[config.mk]
export PLATFORM = sky130hd
export DESIGN_NAME = tfpv_voter
export DESIGN_NICKNAME = d
export VERILOG_FILES = /design/src/inc/tfpv_pkg.sv /design/src/verilog/tfpv_voter.sv
export VERILOG_INCLUDE_DIRS = /design/src /design/src/inc
export SDC_FILE = /design/constraint.sdc
export NUM_CORES = 1
export LEC_CHECK = 0
export BUFFER_PORTS_ARGS = -buffer_cell sky130_fd_sc_hd__buf_4
export CAP_MARGIN = 20
export CORE_MARGIN = 8
export CORE_UTILIZATION = 55
export DETAILED_ROUTE_END_ITERATION = 7
export PLACE_DENSITY = 0.79
export SYNTH_ARGS = -nofsm -noshare
export SYNTH_HDL_FRONTEND = slang
export SYNTH_SLANG_ARGS = --single-unit
[constraint.sdc]
create_clock -name hclk -period 3.8 [get_ports hclk]
set_clock_uncertainty 0.15 [all_clocks]
set_input_delay 0.38 -clock hclk [delete_from_list [all_inputs] [get_ports hclk]]
set_output_delay 0.38 -clock hclk [all_outputs]
set_load 0.05 [all_outputs]
[src/inc/tfpv_consts.svh]
`ifndef TFPV_CONSTS_SVH
`define TFPV_CONSTS_SVH
// Register byte offsets
`define TFPV_OFS_CTRL 8'h00
`define TFPV_OFS_STATUS 8'h04
`define TFPV_OFS_BUTTON 8'h08
`define TFPV_OFS_FAULTCNT 8'h0c
`define TFPV_OFS_CHGCNT 8'h10
`define TFPV_OFS_PARAM 8'h14
// Control bit positions
`define TFPV_CTRL_USER1 0
`define TFPV_CTRL_USER2 1
`define TFPV_CTRL_UNLOCK 2
`define TFPV_CTRL_FRST 3
// Status bit positions
`define TFPV_STAT_VERR 0
`define TFPV_STAT_MISM 1
`define TFPV_STAT_TPASS 4
`define TFPV_STAT_TFAIL 5
`define TFPV_STAT_KEYRUN 6
`define TFPV_STAT_ACTIVE 7
// Reset values
`define TFPV_CTRL_RST 4'h0
`define TFPV_PARAM_RST 32'h0000_0000
// Timing
`define TFPV_CLK_PERIOD_NS 10
`define TFPV_BLINK_PERIOD_MS 1000
`define TFPV_DEBOUNCE_MS 5
`define TFPV_NS_PER_MS 1000000
`define TFPV_BLINK_HALF \
    ((`TFPV_BLINK_PERIOD_MS * `TFPV_NS_PER_MS / `TFPV_CLK_PERIOD_NS) / 2)
`define TFPV_DEBOUNCE_CYC \
    (`TFPV_DEBOUNCE_MS * `TFPV_NS_PER_MS / `TFPV_CLK_PERIOD_NS)
`define TFPV_TEST_STEPS 4
`endif

[src/inc/tfpv_pkg.sv]
package tfpv_pkg;
    typedef enum logic [1:0]
    {
        TFPV_ST_INIT = 2'h0,
        TFPV_ST_TEST = 2'h1,
        TFPV_ST_RUN = 2'h3,
        TFPV_ST_FAIL = 2'h2
    } tfpv_state_t;
    // Status word each slice sends to the panel voter
    typedef struct packed {
        logic active;
        logic standby;
        logic educated;
        logic educating;
        logic app_run;
        logic full_integ;
        logic ch_locked;
        logic sys_fault;
    } tfpv_stat_t;
    typedef struct packed {
        logic green;
        logic red;
    } tfpv_led_t;
    typedef struct packed {
        tfpv_led_t [2:0] health;
        tfpv_led_t active;
        tfpv_led_t standby;
        tfpv_led_t educated;
        tfpv_led_t run;
        tfpv_led_t inhibit;
        tfpv_led_t sys_ok;
        tfpv_led_t user2;
        tfpv_led_t user1;
    } tfpv_panel_t;
    // Operator controls, raw from the pins
    typedef struct packed {
        logic [1:0] latch;
        logic key_run;
        logic btn;
    } tfpv_sw_t;
endpackage

[src/verilog/tfpv_voter.sv]
// The AHB-Lite slave port and the register offsets were left to the implementer.
`timescale 1ns/1ps
`include "tfpv_consts.svh"
// How it works
// - Power-up self-test of voter and detector before normal running.
// - Data copies from three slices are voted two of three, continuously.
// - A disagreeing copy is outvoted and the sticky error flag set.
// - Panel status bits are voted two of three before driving LEDs.
// - Eleven LEDs: three health, active, standby, educated, run, inhibit...
// - Each health LED follows its own slice: green ok, red failed.
// - Active LED steady green in active mode, else off.
// - Standby LED steady green; flashes after dropping from active.
// - Educated LED steady when educated, flashes while educating, both only while app_run is set.
// - Run LED flashes in full-integrity run, steady in standby.
// - Inhibit LED flashes on locked channel or refused changeover.
// - System LED green when healthy, flashing red on any fault.
// - Two red user LEDs set only by software.
// - Slice flashing red forces changeover to standby module.
// - Fault reset clears faults and the fault counter and asks others too.
// - Either latch switch raises an interrupt to all three slices.
// - Opening ejectors with a standby present triggers changeover.
// - Each changeover is bumpless and logged as an event.
// - Only the active module starts the standby's promotion.
// - Run key position locks parameter memory against writes.
// - Button reads as one-shot true per press; key true means run.
module tfpv_voter
#(
    parameter int DW = 32,
    parameter int BLINK_HALF = `TFPV_BLINK_HALF,
    parameter int DEB_CYC = `TFPV_DEBOUNCE_CYC
)
(
    input wire logic hclk,
    input wire logic hresetn,
    input wire logic clk_en,
    input wire logic hsel,
    input wire logic [31:0] haddr,
    input wire logic [1:0] htrans,
    input wire logic hwrite,
    input wire logic [2:0] hsize,
    input wire logic [31:0] hwdata,
    input wire logic hready,
    output logic hreadyout,
    output logic hresp,
    output logic [31:0] hrdata,
    input wire logic [DW-1:0] link_data_a,
    input wire logic [DW-1:0] link_data_b,
    input wire logic [DW-1:0] link_data_c,
    input wire tfpv_pkg::tfpv_stat_t stat_a,
    input wire tfpv_pkg::tfpv_stat_t stat_b,
    input wire tfpv_pkg::tfpv_stat_t stat_c,
    input wire logic [2:0] slice_ok,
    input wire logic [2:0] slice_fatal,
    input wire tfpv_pkg::tfpv_sw_t sw_pins,
    input wire logic standby_present,
    input wire logic standby_cfg_same,
    output logic [DW-1:0] voted_data,
    output logic vote_error,
    output tfpv_pkg::tfpv_panel_t panel,
    output logic [2:0] proc_irq,
    output logic fault_reset_req,
    output logic changeover_req,
    output logic chg_event,
    output logic unlock_pulse,
    output logic mem_wr_lock,
    output logic selftest_ok
);
    ////////////////////////////////////////////////////////////////////
    // Two of three helpers
    function automatic logic [DW-1:0] vote3(input logic [DW-1:0] a,
        input logic [DW-1:0] b, input logic [DW-1:0] c);
        return (a & b) | (a & c) | (b & c);
    endfunction

    function automatic logic [2:0] odd_one(input logic [DW-1:0] a,
        input logic [DW-1:0] b, input logic [DW-1:0] c);
        logic [DW-1:0] v;
        v = vote3(a, b, c);
        return {c != v, b != v, a != v};
    endfunction

    ////////////////////////////////////////////////////////////////////
    // Switch synchronisers and debouncers
    localparam int DBW = $clog2(DEB_CYC + 1);
    logic [3:0] sw_raw;
    logic [3:0] sw_db_ff;
    logic [3:0] sw_prev_ff;
    assign sw_raw = sw_pins;

    genvar gi;
    generate
        for (gi = 0; gi < 4; gi++)
        begin : g_sw
            logic [2:0] sync_ff;
            logic [DBW-1:0] cnt_ff;
            logic db_ff;
            // One driver per stage; the vector only gathers the bits
            assign sw_db_ff[gi] = db_ff;
            // Three stages; only the last two are compared
            always_ff @(posedge hclk or negedge hresetn)
            begin
                if (!hresetn)
                    sync_ff <= 3'h0;
                else if (clk_en)
                    sync_ff <= {sync_ff[1:0], sw_raw[gi]};
            end
            // Level must stand DEB_CYC cycles before it is accepted
            always_ff @(posedge hclk or negedge hresetn)
            begin
                if (!hresetn)
                begin
                    cnt_ff <= '0;
                    db_ff <= 1'b0;
                end
                else if (clk_en)
                begin
                    if (sync_ff[1] != sync_ff[2]
                        || sync_ff[2] == db_ff)
                        cnt_ff <= '0;
                    else if (cnt_ff == DBW'(DEB_CYC - 1))
                    begin
                        cnt_ff <= '0;
                        db_ff <= sync_ff[2];
                    end
                    else
                        cnt_ff <= cnt_ff + 1'b1;
                end
            end
        end
    endgenerate

    always_ff @(posedge hclk or negedge hresetn)
    begin
        if (!hresetn)
            sw_prev_ff <= 4'h0;
        else if (clk_en)
            sw_prev_ff <= sw_db_ff;
    end

    logic btn_press;
    logic latch_open;
    logic key_run;
    assign btn_press = sw_db_ff[0] & ~sw_prev_ff[0];
    assign key_run = sw_db_ff[1];
    assign latch_open = |(sw_db_ff[3:2] & ~sw_prev_ff[3:2]);
    assign mem_wr_lock = key_run;

    ////////////////////////////////////////////////////////////////////
    // Shared blink wave
    localparam int BKW = $clog2(BLINK_HALF + 1);
    logic [BKW-1:0] blink_cnt_ff;
    logic blink_ff;
    always_ff @(posedge hclk or negedge hresetn)
    begin
        if (!hresetn)
        begin
            blink_cnt_ff <= '0;
            blink_ff <= 1'b0;
        end
        else if (clk_en)
        begin
            if (blink_cnt_ff == BKW'(BLINK_HALF - 1))
            begin
                blink_cnt_ff <= '0;
                blink_ff <= ~blink_ff;
            end
            else
                blink_cnt_ff <= blink_cnt_ff + 1'b1;
        end
    end

    ////////////////////////////////////////////////////////////////////
    // Power-up self-test: voter and detector on known patterns
    tfpv_pkg::tfpv_state_t st_ff;
    logic [1:0] step_ff;
    logic [DW-1:0] pat;
    logic test_bad;
    assign pat = DW'({16{step_ff}});
    assign test_bad = vote3(pat, pat, ~pat) != pat
        || vote3(~pat, pat, pat) != pat
        || odd_one(~pat, pat, pat) != 3'h1
        || odd_one(pat, pat, pat) != 3'h0;

    always_ff @(posedge hclk or negedge hresetn)
    begin
        if (!hresetn)
        begin
            st_ff <= tfpv_pkg::TFPV_ST_INIT;
            step_ff <= 2'h0;
        end
        else if (clk_en)
        begin
            unique case (st_ff)
                tfpv_pkg::TFPV_ST_INIT:
                    st_ff <= tfpv_pkg::TFPV_ST_TEST;
                tfpv_pkg::TFPV_ST_TEST:
                begin
                    step_ff <= step_ff + 2'h1;
                    if (test_bad)
                        st_ff <= tfpv_pkg::TFPV_ST_FAIL;
                    else if (32'(step_ff) == `TFPV_TEST_STEPS - 1)
                        st_ff <= tfpv_pkg::TFPV_ST_RUN;
                end
                tfpv_pkg::TFPV_ST_RUN:
                    st_ff <= tfpv_pkg::TFPV_ST_RUN;
                tfpv_pkg::TFPV_ST_FAIL:
                    st_ff <= tfpv_pkg::TFPV_ST_FAIL;
            endcase
        end
    end
    logic running;
    assign running = st_ff == tfpv_pkg::TFPV_ST_RUN;
    assign selftest_ok = running;

    ////////////////////////////////////////////////////////////////////
    // Data and status voting
    logic [2:0] mism;
    tfpv_pkg::tfpv_stat_t vs;
    assign mism = odd_one(link_data_a, link_data_b, link_data_c);
    assign vs = 8'(vote3(DW'(stat_a), DW'(stat_b), DW'(stat_c)));

    always_ff @(posedge hclk or negedge hresetn)
    begin
        if (!hresetn)
            voted_data <= '0;
        else if (clk_en)
            voted_data <= vote3(link_data_a, link_data_b,
                link_data_c);
    end

    ////////////////////////////////////////////////////////////////////
    // Register bus address phase
    logic ap_take;
    logic ap_wr_ff;
    logic [7:0] ap_addr_ff;
    logic [3:0] ctrl_ff;
    logic [31:0] param_ff;
    logic [15:0] fault_cnt_ff;
    logic [15:0] chg_cnt_ff;
    logic [2:0] mism_ff;
    logic btn_shot_ff;
    logic wr_ctrl;
    logic sw_frst;
    logic fault_clr;
    logic rd_btn;
    assign hreadyout = clk_en; // Stall while frozen
    assign hresp = 1'b0;
    assign ap_take = hsel & htrans[1] & hready & clk_en;
    assign rd_btn = ap_take & ~hwrite
        & haddr[7:0] == `TFPV_OFS_BUTTON;
    assign wr_ctrl = ap_wr_ff & ap_addr_ff == `TFPV_OFS_CTRL & clk_en;
    assign sw_frst = wr_ctrl & hwdata[`TFPV_CTRL_FRST];
    assign fault_clr = btn_press | sw_frst;

    always_ff @(posedge hclk or negedge hresetn)
    begin
        if (!hresetn)
        begin
            ap_wr_ff <= 1'b0;
            ap_addr_ff <= 8'h00;
        end
        else if (clk_en)
        begin
            ap_wr_ff <= ap_take & hwrite;
            ap_addr_ff <= haddr[7:0];
        end
    end

    // Read data is fetched in the address phase, shown in data phase
    always_ff @(posedge hclk or negedge hresetn)
    begin
        if (!hresetn)
            hrdata <= 32'h0000_0000;
        else if (ap_take & ~hwrite)
        begin
            unique case (haddr[7:0])
                `TFPV_OFS_CTRL: hrdata <= {29'h0, ctrl_ff[2:0]};
                `TFPV_OFS_STATUS: hrdata <= {24'h0, vs.active, key_run,
                    st_ff == tfpv_pkg::TFPV_ST_FAIL, running,
                    mism_ff, vote_error};
                `TFPV_OFS_BUTTON: hrdata <= {31'h0, btn_shot_ff};
                `TFPV_OFS_FAULTCNT: hrdata <= {16'h0, fault_cnt_ff};
                `TFPV_OFS_CHGCNT: hrdata <= {16'h0, chg_cnt_ff};
                `TFPV_OFS_PARAM: hrdata <= param_ff;
                default: hrdata <= 32'h0000_0000;
            endcase
        end
    end

    // Control, unlock edge and the locked parameter word
    always_ff @(posedge hclk or negedge hresetn)
    begin
        if (!hresetn)
        begin
            ctrl_ff <= `TFPV_CTRL_RST;
            unlock_pulse <= 1'b0;
            param_ff <= `TFPV_PARAM_RST;
        end
        else if (clk_en)
        begin
            unlock_pulse <= wr_ctrl & hwdata[`TFPV_CTRL_UNLOCK]
                & ~ctrl_ff[`TFPV_CTRL_UNLOCK];
            if (wr_ctrl)
                ctrl_ff <= {1'b0, hwdata[2:0]};
            if (ap_wr_ff & ap_addr_ff == `TFPV_OFS_PARAM & ~key_run)
                param_ff <= hwdata;
        end
    end

    // Press flag: a new press beats the clear by a read
    always_ff @(posedge hclk or negedge hresetn)
    begin
        if (!hresetn)
            btn_shot_ff <= 1'b0;
        else if (clk_en)
            btn_shot_ff <= btn_press | (btn_shot_ff & ~rd_btn);
    end

    ////////////////////////////////////////////////////////////////////
    // Fault record; a mismatch in the clear cycle is kept
    always_ff @(posedge hclk or negedge hresetn)
    begin
        if (!hresetn)
        begin
            vote_error <= 1'b0;
            mism_ff <= 3'h0;
            fault_cnt_ff <= 16'h0000;
            fault_reset_req <= 1'b0;
        end
        else if (clk_en)
        begin
            fault_reset_req <= fault_clr;
            vote_error <= |mism | (vote_error & ~fault_clr);
            mism_ff <= mism | (mism_ff & {3{~fault_clr}});
            if (|mism)
                fault_cnt_ff <= (fault_clr ? 16'h0000 : fault_cnt_ff)
                    + 16'(fault_cnt_ff != 16'hffff || fault_clr);
            else if (fault_clr)
                fault_cnt_ff <= 16'h0000;
        end
    end

    ////////////////////////////////////////////////////////////////////
    // Latch interrupts and changeover
    logic chg_trig;
    logic chg_trig_q_ff;
    logic cfg_block_ff;
    logic demoted_ff;
    logic active_q_ff;
    assign chg_trig = running & vs.active & standby_present
        & (|slice_fatal | latch_open);

    always_ff @(posedge hclk or negedge hresetn)
    begin
        if (!hresetn)
            proc_irq <= 3'h0;
        else if (clk_en)
            proc_irq <= {3{latch_open}};
    end

    always_ff @(posedge hclk or negedge hresetn)
    begin
        if (!hresetn)
        begin
            chg_trig_q_ff <= 1'b0;
            changeover_req <= 1'b0;
            chg_event <= 1'b0;
            chg_cnt_ff <= 16'h0000;
            cfg_block_ff <= 1'b0;
        end
        else if (clk_en)
        begin
            chg_trig_q_ff <= chg_trig;
            changeover_req <= chg_trig & ~chg_trig_q_ff
                & standby_cfg_same;
            chg_event <= chg_trig & ~chg_trig_q_ff
                & standby_cfg_same;
            if (chg_trig & ~chg_trig_q_ff & standby_cfg_same)
                chg_cnt_ff <= chg_cnt_ff + 16'h0001;
            cfg_block_ff <= (chg_trig & ~standby_cfg_same)
                | (cfg_block_ff & ~fault_clr);
        end
    end

    // Remember a drop from active so standby LED can flash
    always_ff @(posedge hclk or negedge hresetn)
    begin
        if (!hresetn)
        begin
            active_q_ff <= 1'b0;
            demoted_ff <= 1'b0;
        end
        else if (clk_en)
        begin
            active_q_ff <= vs.active;
            if (vs.active)
                demoted_ff <= 1'b0;
            else if (active_q_ff & vs.standby)
                demoted_ff <= 1'b1;
        end
    end

    ////////////////////////////////////////////////////////////////////
    // Panel LEDs, registered so they never glitch
    logic sys_bad;
    assign sys_bad = ~running | vs.sys_fault | vote_error
        | ~&slice_ok;

    always_ff @(posedge hclk or negedge hresetn)
    begin
        if (!hresetn)
            panel <= '0;
        else if (clk_en)
        begin
            for (int i = 0; i < 3; i++)
            begin
                panel.health[i].green <= slice_ok[i];
                panel.health[i].red <= ~slice_ok[i]
                    & (~slice_fatal[i] | blink_ff);
            end
            panel.active <= '{green: vs.active, red: 1'b0};
            panel.standby <= '{green: vs.standby
                & (~demoted_ff | blink_ff), red: 1'b0};
            panel.educated <= '{green: vs.app_run & (vs.educated
                | (vs.educating & blink_ff)), red: 1'b0};
            panel.run <= '{green: vs.standby | (vs.active & vs.app_run
                & vs.full_integ & blink_ff), red: 1'b0};
            panel.inhibit <= '{green: (vs.ch_locked | cfg_block_ff)
                & blink_ff, red: 1'b0};
            panel.sys_ok <= '{green: ~sys_bad,
                red: sys_bad & blink_ff};
            panel.user1 <= '{green: 1'b0,
                red: ctrl_ff[`TFPV_CTRL_USER1]};
            panel.user2 <= '{green: 1'b0,
                red: ctrl_ff[`TFPV_CTRL_USER2]};
        end
    end
endmodule // tfpv_voter

==> metrics.txt <==
# TYPE chip_impl_metric gauge
chip_impl_metric{name="netlist-cell-type-count",unit=""} 81
chip_impl_info{name="synthTopCellsByArea",value="dfrtp_1 46%, mux2_2 6.9%, nand2_1 4.7%, o21ai_0 4.0%, nand3b_1 2.7%"} 1
chip_impl_metric{name="htreeDepth",unit=""} 1
chip_impl_metric{name="drive_above_1_share",unit="%"} 25.7
chip_impl_metric{name="p_leak",unit="nW"} 8.86
chip_impl_metric{name="drt_iter0_drc",unit=""} 1045
chip_impl_info{name="most-common-layout-cells",value="293 x dfrtp_1, 283 x buf_4, 202 x nand2_1, 128 x o21ai_0, 98 x mux2_2"} 1
chip_impl_metric{name="core_area",unit="sq mm"} 0.0286
chip_impl_metric{name="finalWirelength",unit="mm"} 43.0
chip_impl_metric{name="floorplan.die_area",unit="sq mm"} 0.0348
chip_impl_metric{name="vdd.ir_drop.worst",unit="mV"} 0.344
chip_impl_info{name="whs_endpoint",value="panel[16]$_DFFE_PN0P_"} 1
chip_impl_metric{name="synth_enable_flop_cells",unit=""} 0
chip_impl_info{name="run_status",value="complete, no violations"} 1
chip_impl_info{name="crit_path_top_delay_cell",value="dfrtp_1"} 1
chip_impl_metric{name="setup_viol",unit=""} 0
chip_impl_metric{name="global_route.overflow_total",unit=""} 0
chip_impl_metric{name="post_cts_hold_buffer_count",unit=""} 51
chip_impl_metric{name="gp_congestion",unit=""} 0.896
chip_impl_metric{name="yosysWarningCount",unit=""} 0
chip_impl_info{name="worstReg2RegEnd",value="fault_cnt_ff[7]$_DFFE_PN0P_"} 1
chip_impl_metric{name="dp.final_hpwl",unit="mm"} 30.9
chip_impl_metric{name="timing.critical_path.slowest_cell_delay",unit="ns"} 0.39
chip_impl_info{name="clock_tree_from_tritoncts",value="done"} 1
chip_impl_metric{name="drtAntennaViolNets",unit=""} 0
chip_impl_metric{name="via_count",unit=""} 13800
chip_impl_metric{name="portion_of_the_post_synthesis_area_used_by_sequential_elements",unit="%"} 45.9
chip_impl_info{name="dominantRegCellSynth",value="dfrtp_1"} 1
chip_impl_info{name="rsz0062_at_grt",value="false"} 1
chip_impl_metric{name="syn-instance-count",unit=""} 1621
chip_impl_metric{name="async_flop_share",unit="%"} 100
chip_impl_metric{name="drt-vias-per-instance",unit=""} 5.92
chip_impl_metric{name="timing.reg2reg.setup_slack",unit="ns"} 0.71
chip_impl_info{name="worstReg2RegStart",value="ap_addr_ff[5]$_DFFE_PN0P_"} 1
chip_impl_metric{name="clk-insertion-delay-late",unit="ns"} 0.58
chip_impl_metric{name="synth.cell_area",unit="sq mm"} 0.0160
chip_impl_metric{name="power",unit="mW"} 7.91
chip_impl_metric{name="syn_area_per_cell",unit="sq um"} 9.86
chip_impl_info{name="criticalPathCategory",value="reg2reg"} 1
chip_impl_metric{name="path_buf_inv",unit=""} 1
chip_impl_info{name="crit_family",value="simple AND/OR/NAND/NOR gates"} 1
chip_impl_metric{name="cts.sink_count",unit=""} 293
chip_impl_metric{name="grt_pass1_vias",unit=""} 13800
chip_impl_metric{name="cts.reportedPaths.clkPinSlew",unit="ns"} 0.06
chip_impl_info{name="synthDominantAreaCellType",value="dfrtp_1"} 1
chip_impl_info{name="min-delay-path-class",value="in2reg"} 1
chip_impl_info{name="timing.critical_path.cells",value="nor4_1, buf_4, a41oi_1, and3_1, and4_1, nand4_1, ha_1, nand2_1, a211oi_1, o21ai_0, a21bo_2"} 1
chip_impl_metric{name="row_count",unit=""} 62
chip_impl_metric{name="top_level_ports",unit=""} 305
chip_impl_metric{name="first_pass_iters",unit=""} 6
chip_impl_metric{name="min_delay_path_depth",unit=""} 3
chip_impl_metric{name="total_cts_buffers",unit=""} 31
chip_impl_metric{name="critical_path_required",unit="ns"} 4.12
chip_impl_metric{name="layout_worst_path_cycle_share",unit="%"} 81.2
chip_impl_metric{name="die_h",unit="um"} 186
chip_impl_metric{name="timing_worst_slew_pin_value",unit="ns"} 0.908
chip_impl_metric{name="grtUsageTotal",unit="%"} 24.0
chip_impl_metric{name="r2r_cells",unit=""} 11
chip_impl_info{name="crit_path_end_kind",value="flop"} 1
chip_impl_metric{name="final_max_slew_viol_count",unit=""} 0
chip_impl_metric{name="total_negative_slack_for_setup_checks",unit="ns"} 0
chip_impl_metric{name="grt_antenna_before_repair",unit=""} 2
chip_impl_metric{name="die-width",unit="um"} 186
chip_impl_metric{name="final_hold_viol_count",unit=""} 0
chip_impl_metric{name="i_o_buffers",unit=""} 268
chip_impl_metric{name="final_period_minus_worst_setup_slack",unit="ns"} 3.09
chip_impl_metric{name="grt_start_max_net_pins",unit=""} 110
chip_impl_metric{name="start_util",unit="%"} 55.8
chip_impl_metric{name="drcViolationCount",unit=""} 0
chip_impl_metric{name="finalNetCount",unit=""} 2143
chip_impl_info{name="startpoint_type",value="flop"} 1
chip_impl_metric{name="area_growth",unit="%"} 24.5
chip_impl_metric{name="fmaxAchievable",unit="MHz"} 324
chip_impl_metric{name="cts.repair_timing.setup_buffer_count",unit=""} 0
chip_impl_metric{name="timing.critical_path.arrival",unit="ns"} 3.41
chip_impl_metric{name="grt_pass1_wl",unit="mm"} 70.9
chip_impl_metric{name="post_drt_wl_per_cell",unit="um"} 18.4
chip_impl_metric{name="cts.repair.resized",unit=""} 0
chip_impl_metric{name="ys_seq_elements",unit=""} 293
chip_impl_info{name="root_buffer",value="clkbuf_16"} 1
chip_impl_info{name="min_from",value="slice_fatal[0]"} 1
chip_impl_metric{name="cts_buffer_depth",unit=""} 3
chip_impl_metric{name="max-slew-margin-rel",unit="%"} 39.4
chip_impl_metric{name="synth_largest_type_area_fraction",unit="%"} 45.9
chip_impl_metric{name="critical_path_peak_fanout",unit=""} 6
chip_impl_metric{name="drv_cap",unit=""} 0
chip_impl_metric{name="pwr_density_cell",unit="mW/mm^2"} 398
chip_impl_info{name="final_common_cell",value="dfrtp_1"} 1
metrics by stage:
step	worst slack, ns	utilization, %	instances	cell area [sq um]	hold slack [ns]
finish	0.713	69.5	2335	19900	0.0143
global route	0.477	69.5	2335	19900	0.0141
CTS	0.756	69.5	2333	19900	0.000316
detailed placement	0.658	64.1	2227	18300	0.213
global placement	0.709	64.1	2227	18300	0.217
floorplan	0.880	-	1628	16000	-0.0656
worst max path at each step:
| stage | from | to | cells past startpoint |
|---|---|---|---|
| 2_1_floorplan | ap_addr_ff[3]$_DFFE_PN0P_ | fault_cnt_ff[14]$_DFFE_PN0P_ | 10 |
| 3_3_place_gp | clk_en | fault_cnt_ff[7]$_DFFE_PN0P_ | 12 |
| 3_5_place_dp | clk_en | fault_cnt_ff[7]$_DFFE_PN0P_ | 12 |
| 4_1_cts | ap_addr_ff[3]$_DFFE_PN0P_ | fault_cnt_ff[7]$_DFFE_PN0P_ | 11 |
| 5_1_grt | ap_wr_ff$_DFFE_PN0P_ | fault_cnt_ff[10]$_DFFE_PN0P_ | 12 |
| 6_report | ap_addr_ff[5]$_DFFE_PN0P_ | fault_cnt_ff[7]$_DFFE_PN0P_ | 11 |
routing by layer:
layer | vias to the layer above | global-route usage, % | wire [um]
met4 | 0 | 7.54 | 1380
met2 | 449 | 39.8 | 20700
met3 | 86 | 6.26 | 3290
li1 | 6579 | - | -
met5 | - | 0 | 0
met1 | 6709 | 30.4 | 17600
kinds of logic after synthesis:
kind of cell	share of synthesized area, %
adders and majority gates	3.15
and+or+nand+nor	25.1
other	0.0235
muxes	7.48
xor gates and xnor gates	2.58
AOI/OAI and AO/OA	12.8
DFF	45.9
buffers and inverters	2.98
synthesized netlist by cell type (15+ instances only):
master	number
nand2b_1	32
dfrtp_1	293
inv_1	27
nor4_1	25
nor2_1	81
a22o_1	15
clkbuf_1	49
maj3_1	39
nand3_1	52
nor3_1	20
and3_1	44
nand4_1	49
xnor2_1	31
o21ai_0	128
a21oi_1	23
mux2_2	98
nand2_1	202
nor3b_1	15
or3b_2	43
nand3b_1	57
o22ai_1	24
xor2_1	16
tightest hold or removal path, stage by stage:
cell and delay, ns:
buf_4 0.11, a211oi_1 0.06, a21o_1 0.15
sequential cells by signal, indices dropped and copies added, names as in the netlist, 3 cells and up:
| name | count |
|---|---|
| ap_addr_ff | 8 |
| blink_cnt_ff | 26 |
| chg_cnt_ff | 16 |
| ctrl_ff | 3 |
| fault_cnt_ff | 16 |
| g_sw.cnt_ff | 76 |
| g_sw.db_ff | 3 |
| g_sw.sync_ff | 12 |
| hrdata | 32 |
| mism_ff | 3 |
| panel | 14 |
| param_ff | 32 |
| sw_prev_ff | 3 |
| voted_data | 32 |
where the power goes:
part,switching (mW),total (mW),internal (mW)
clock,1.24,3.08,1.84
sequential,0.185,3.49,3.30
combinational,0.774,1.35,0.575
layout make-up:
cell class / count / area (sq um)
fill: 2160 / 8720
tap: 384 / 480
sequential: 293 / 7330
inverter: 28 / 105
clock inverter: 10 / 145
timing repair buffer: 339 / 2720
antenna: 2 / 5.00
clock buffer: 45 / 898
multi-input combinational: 1234 / 8210
No activity file was read; power rests on OpenSTA's default activity.
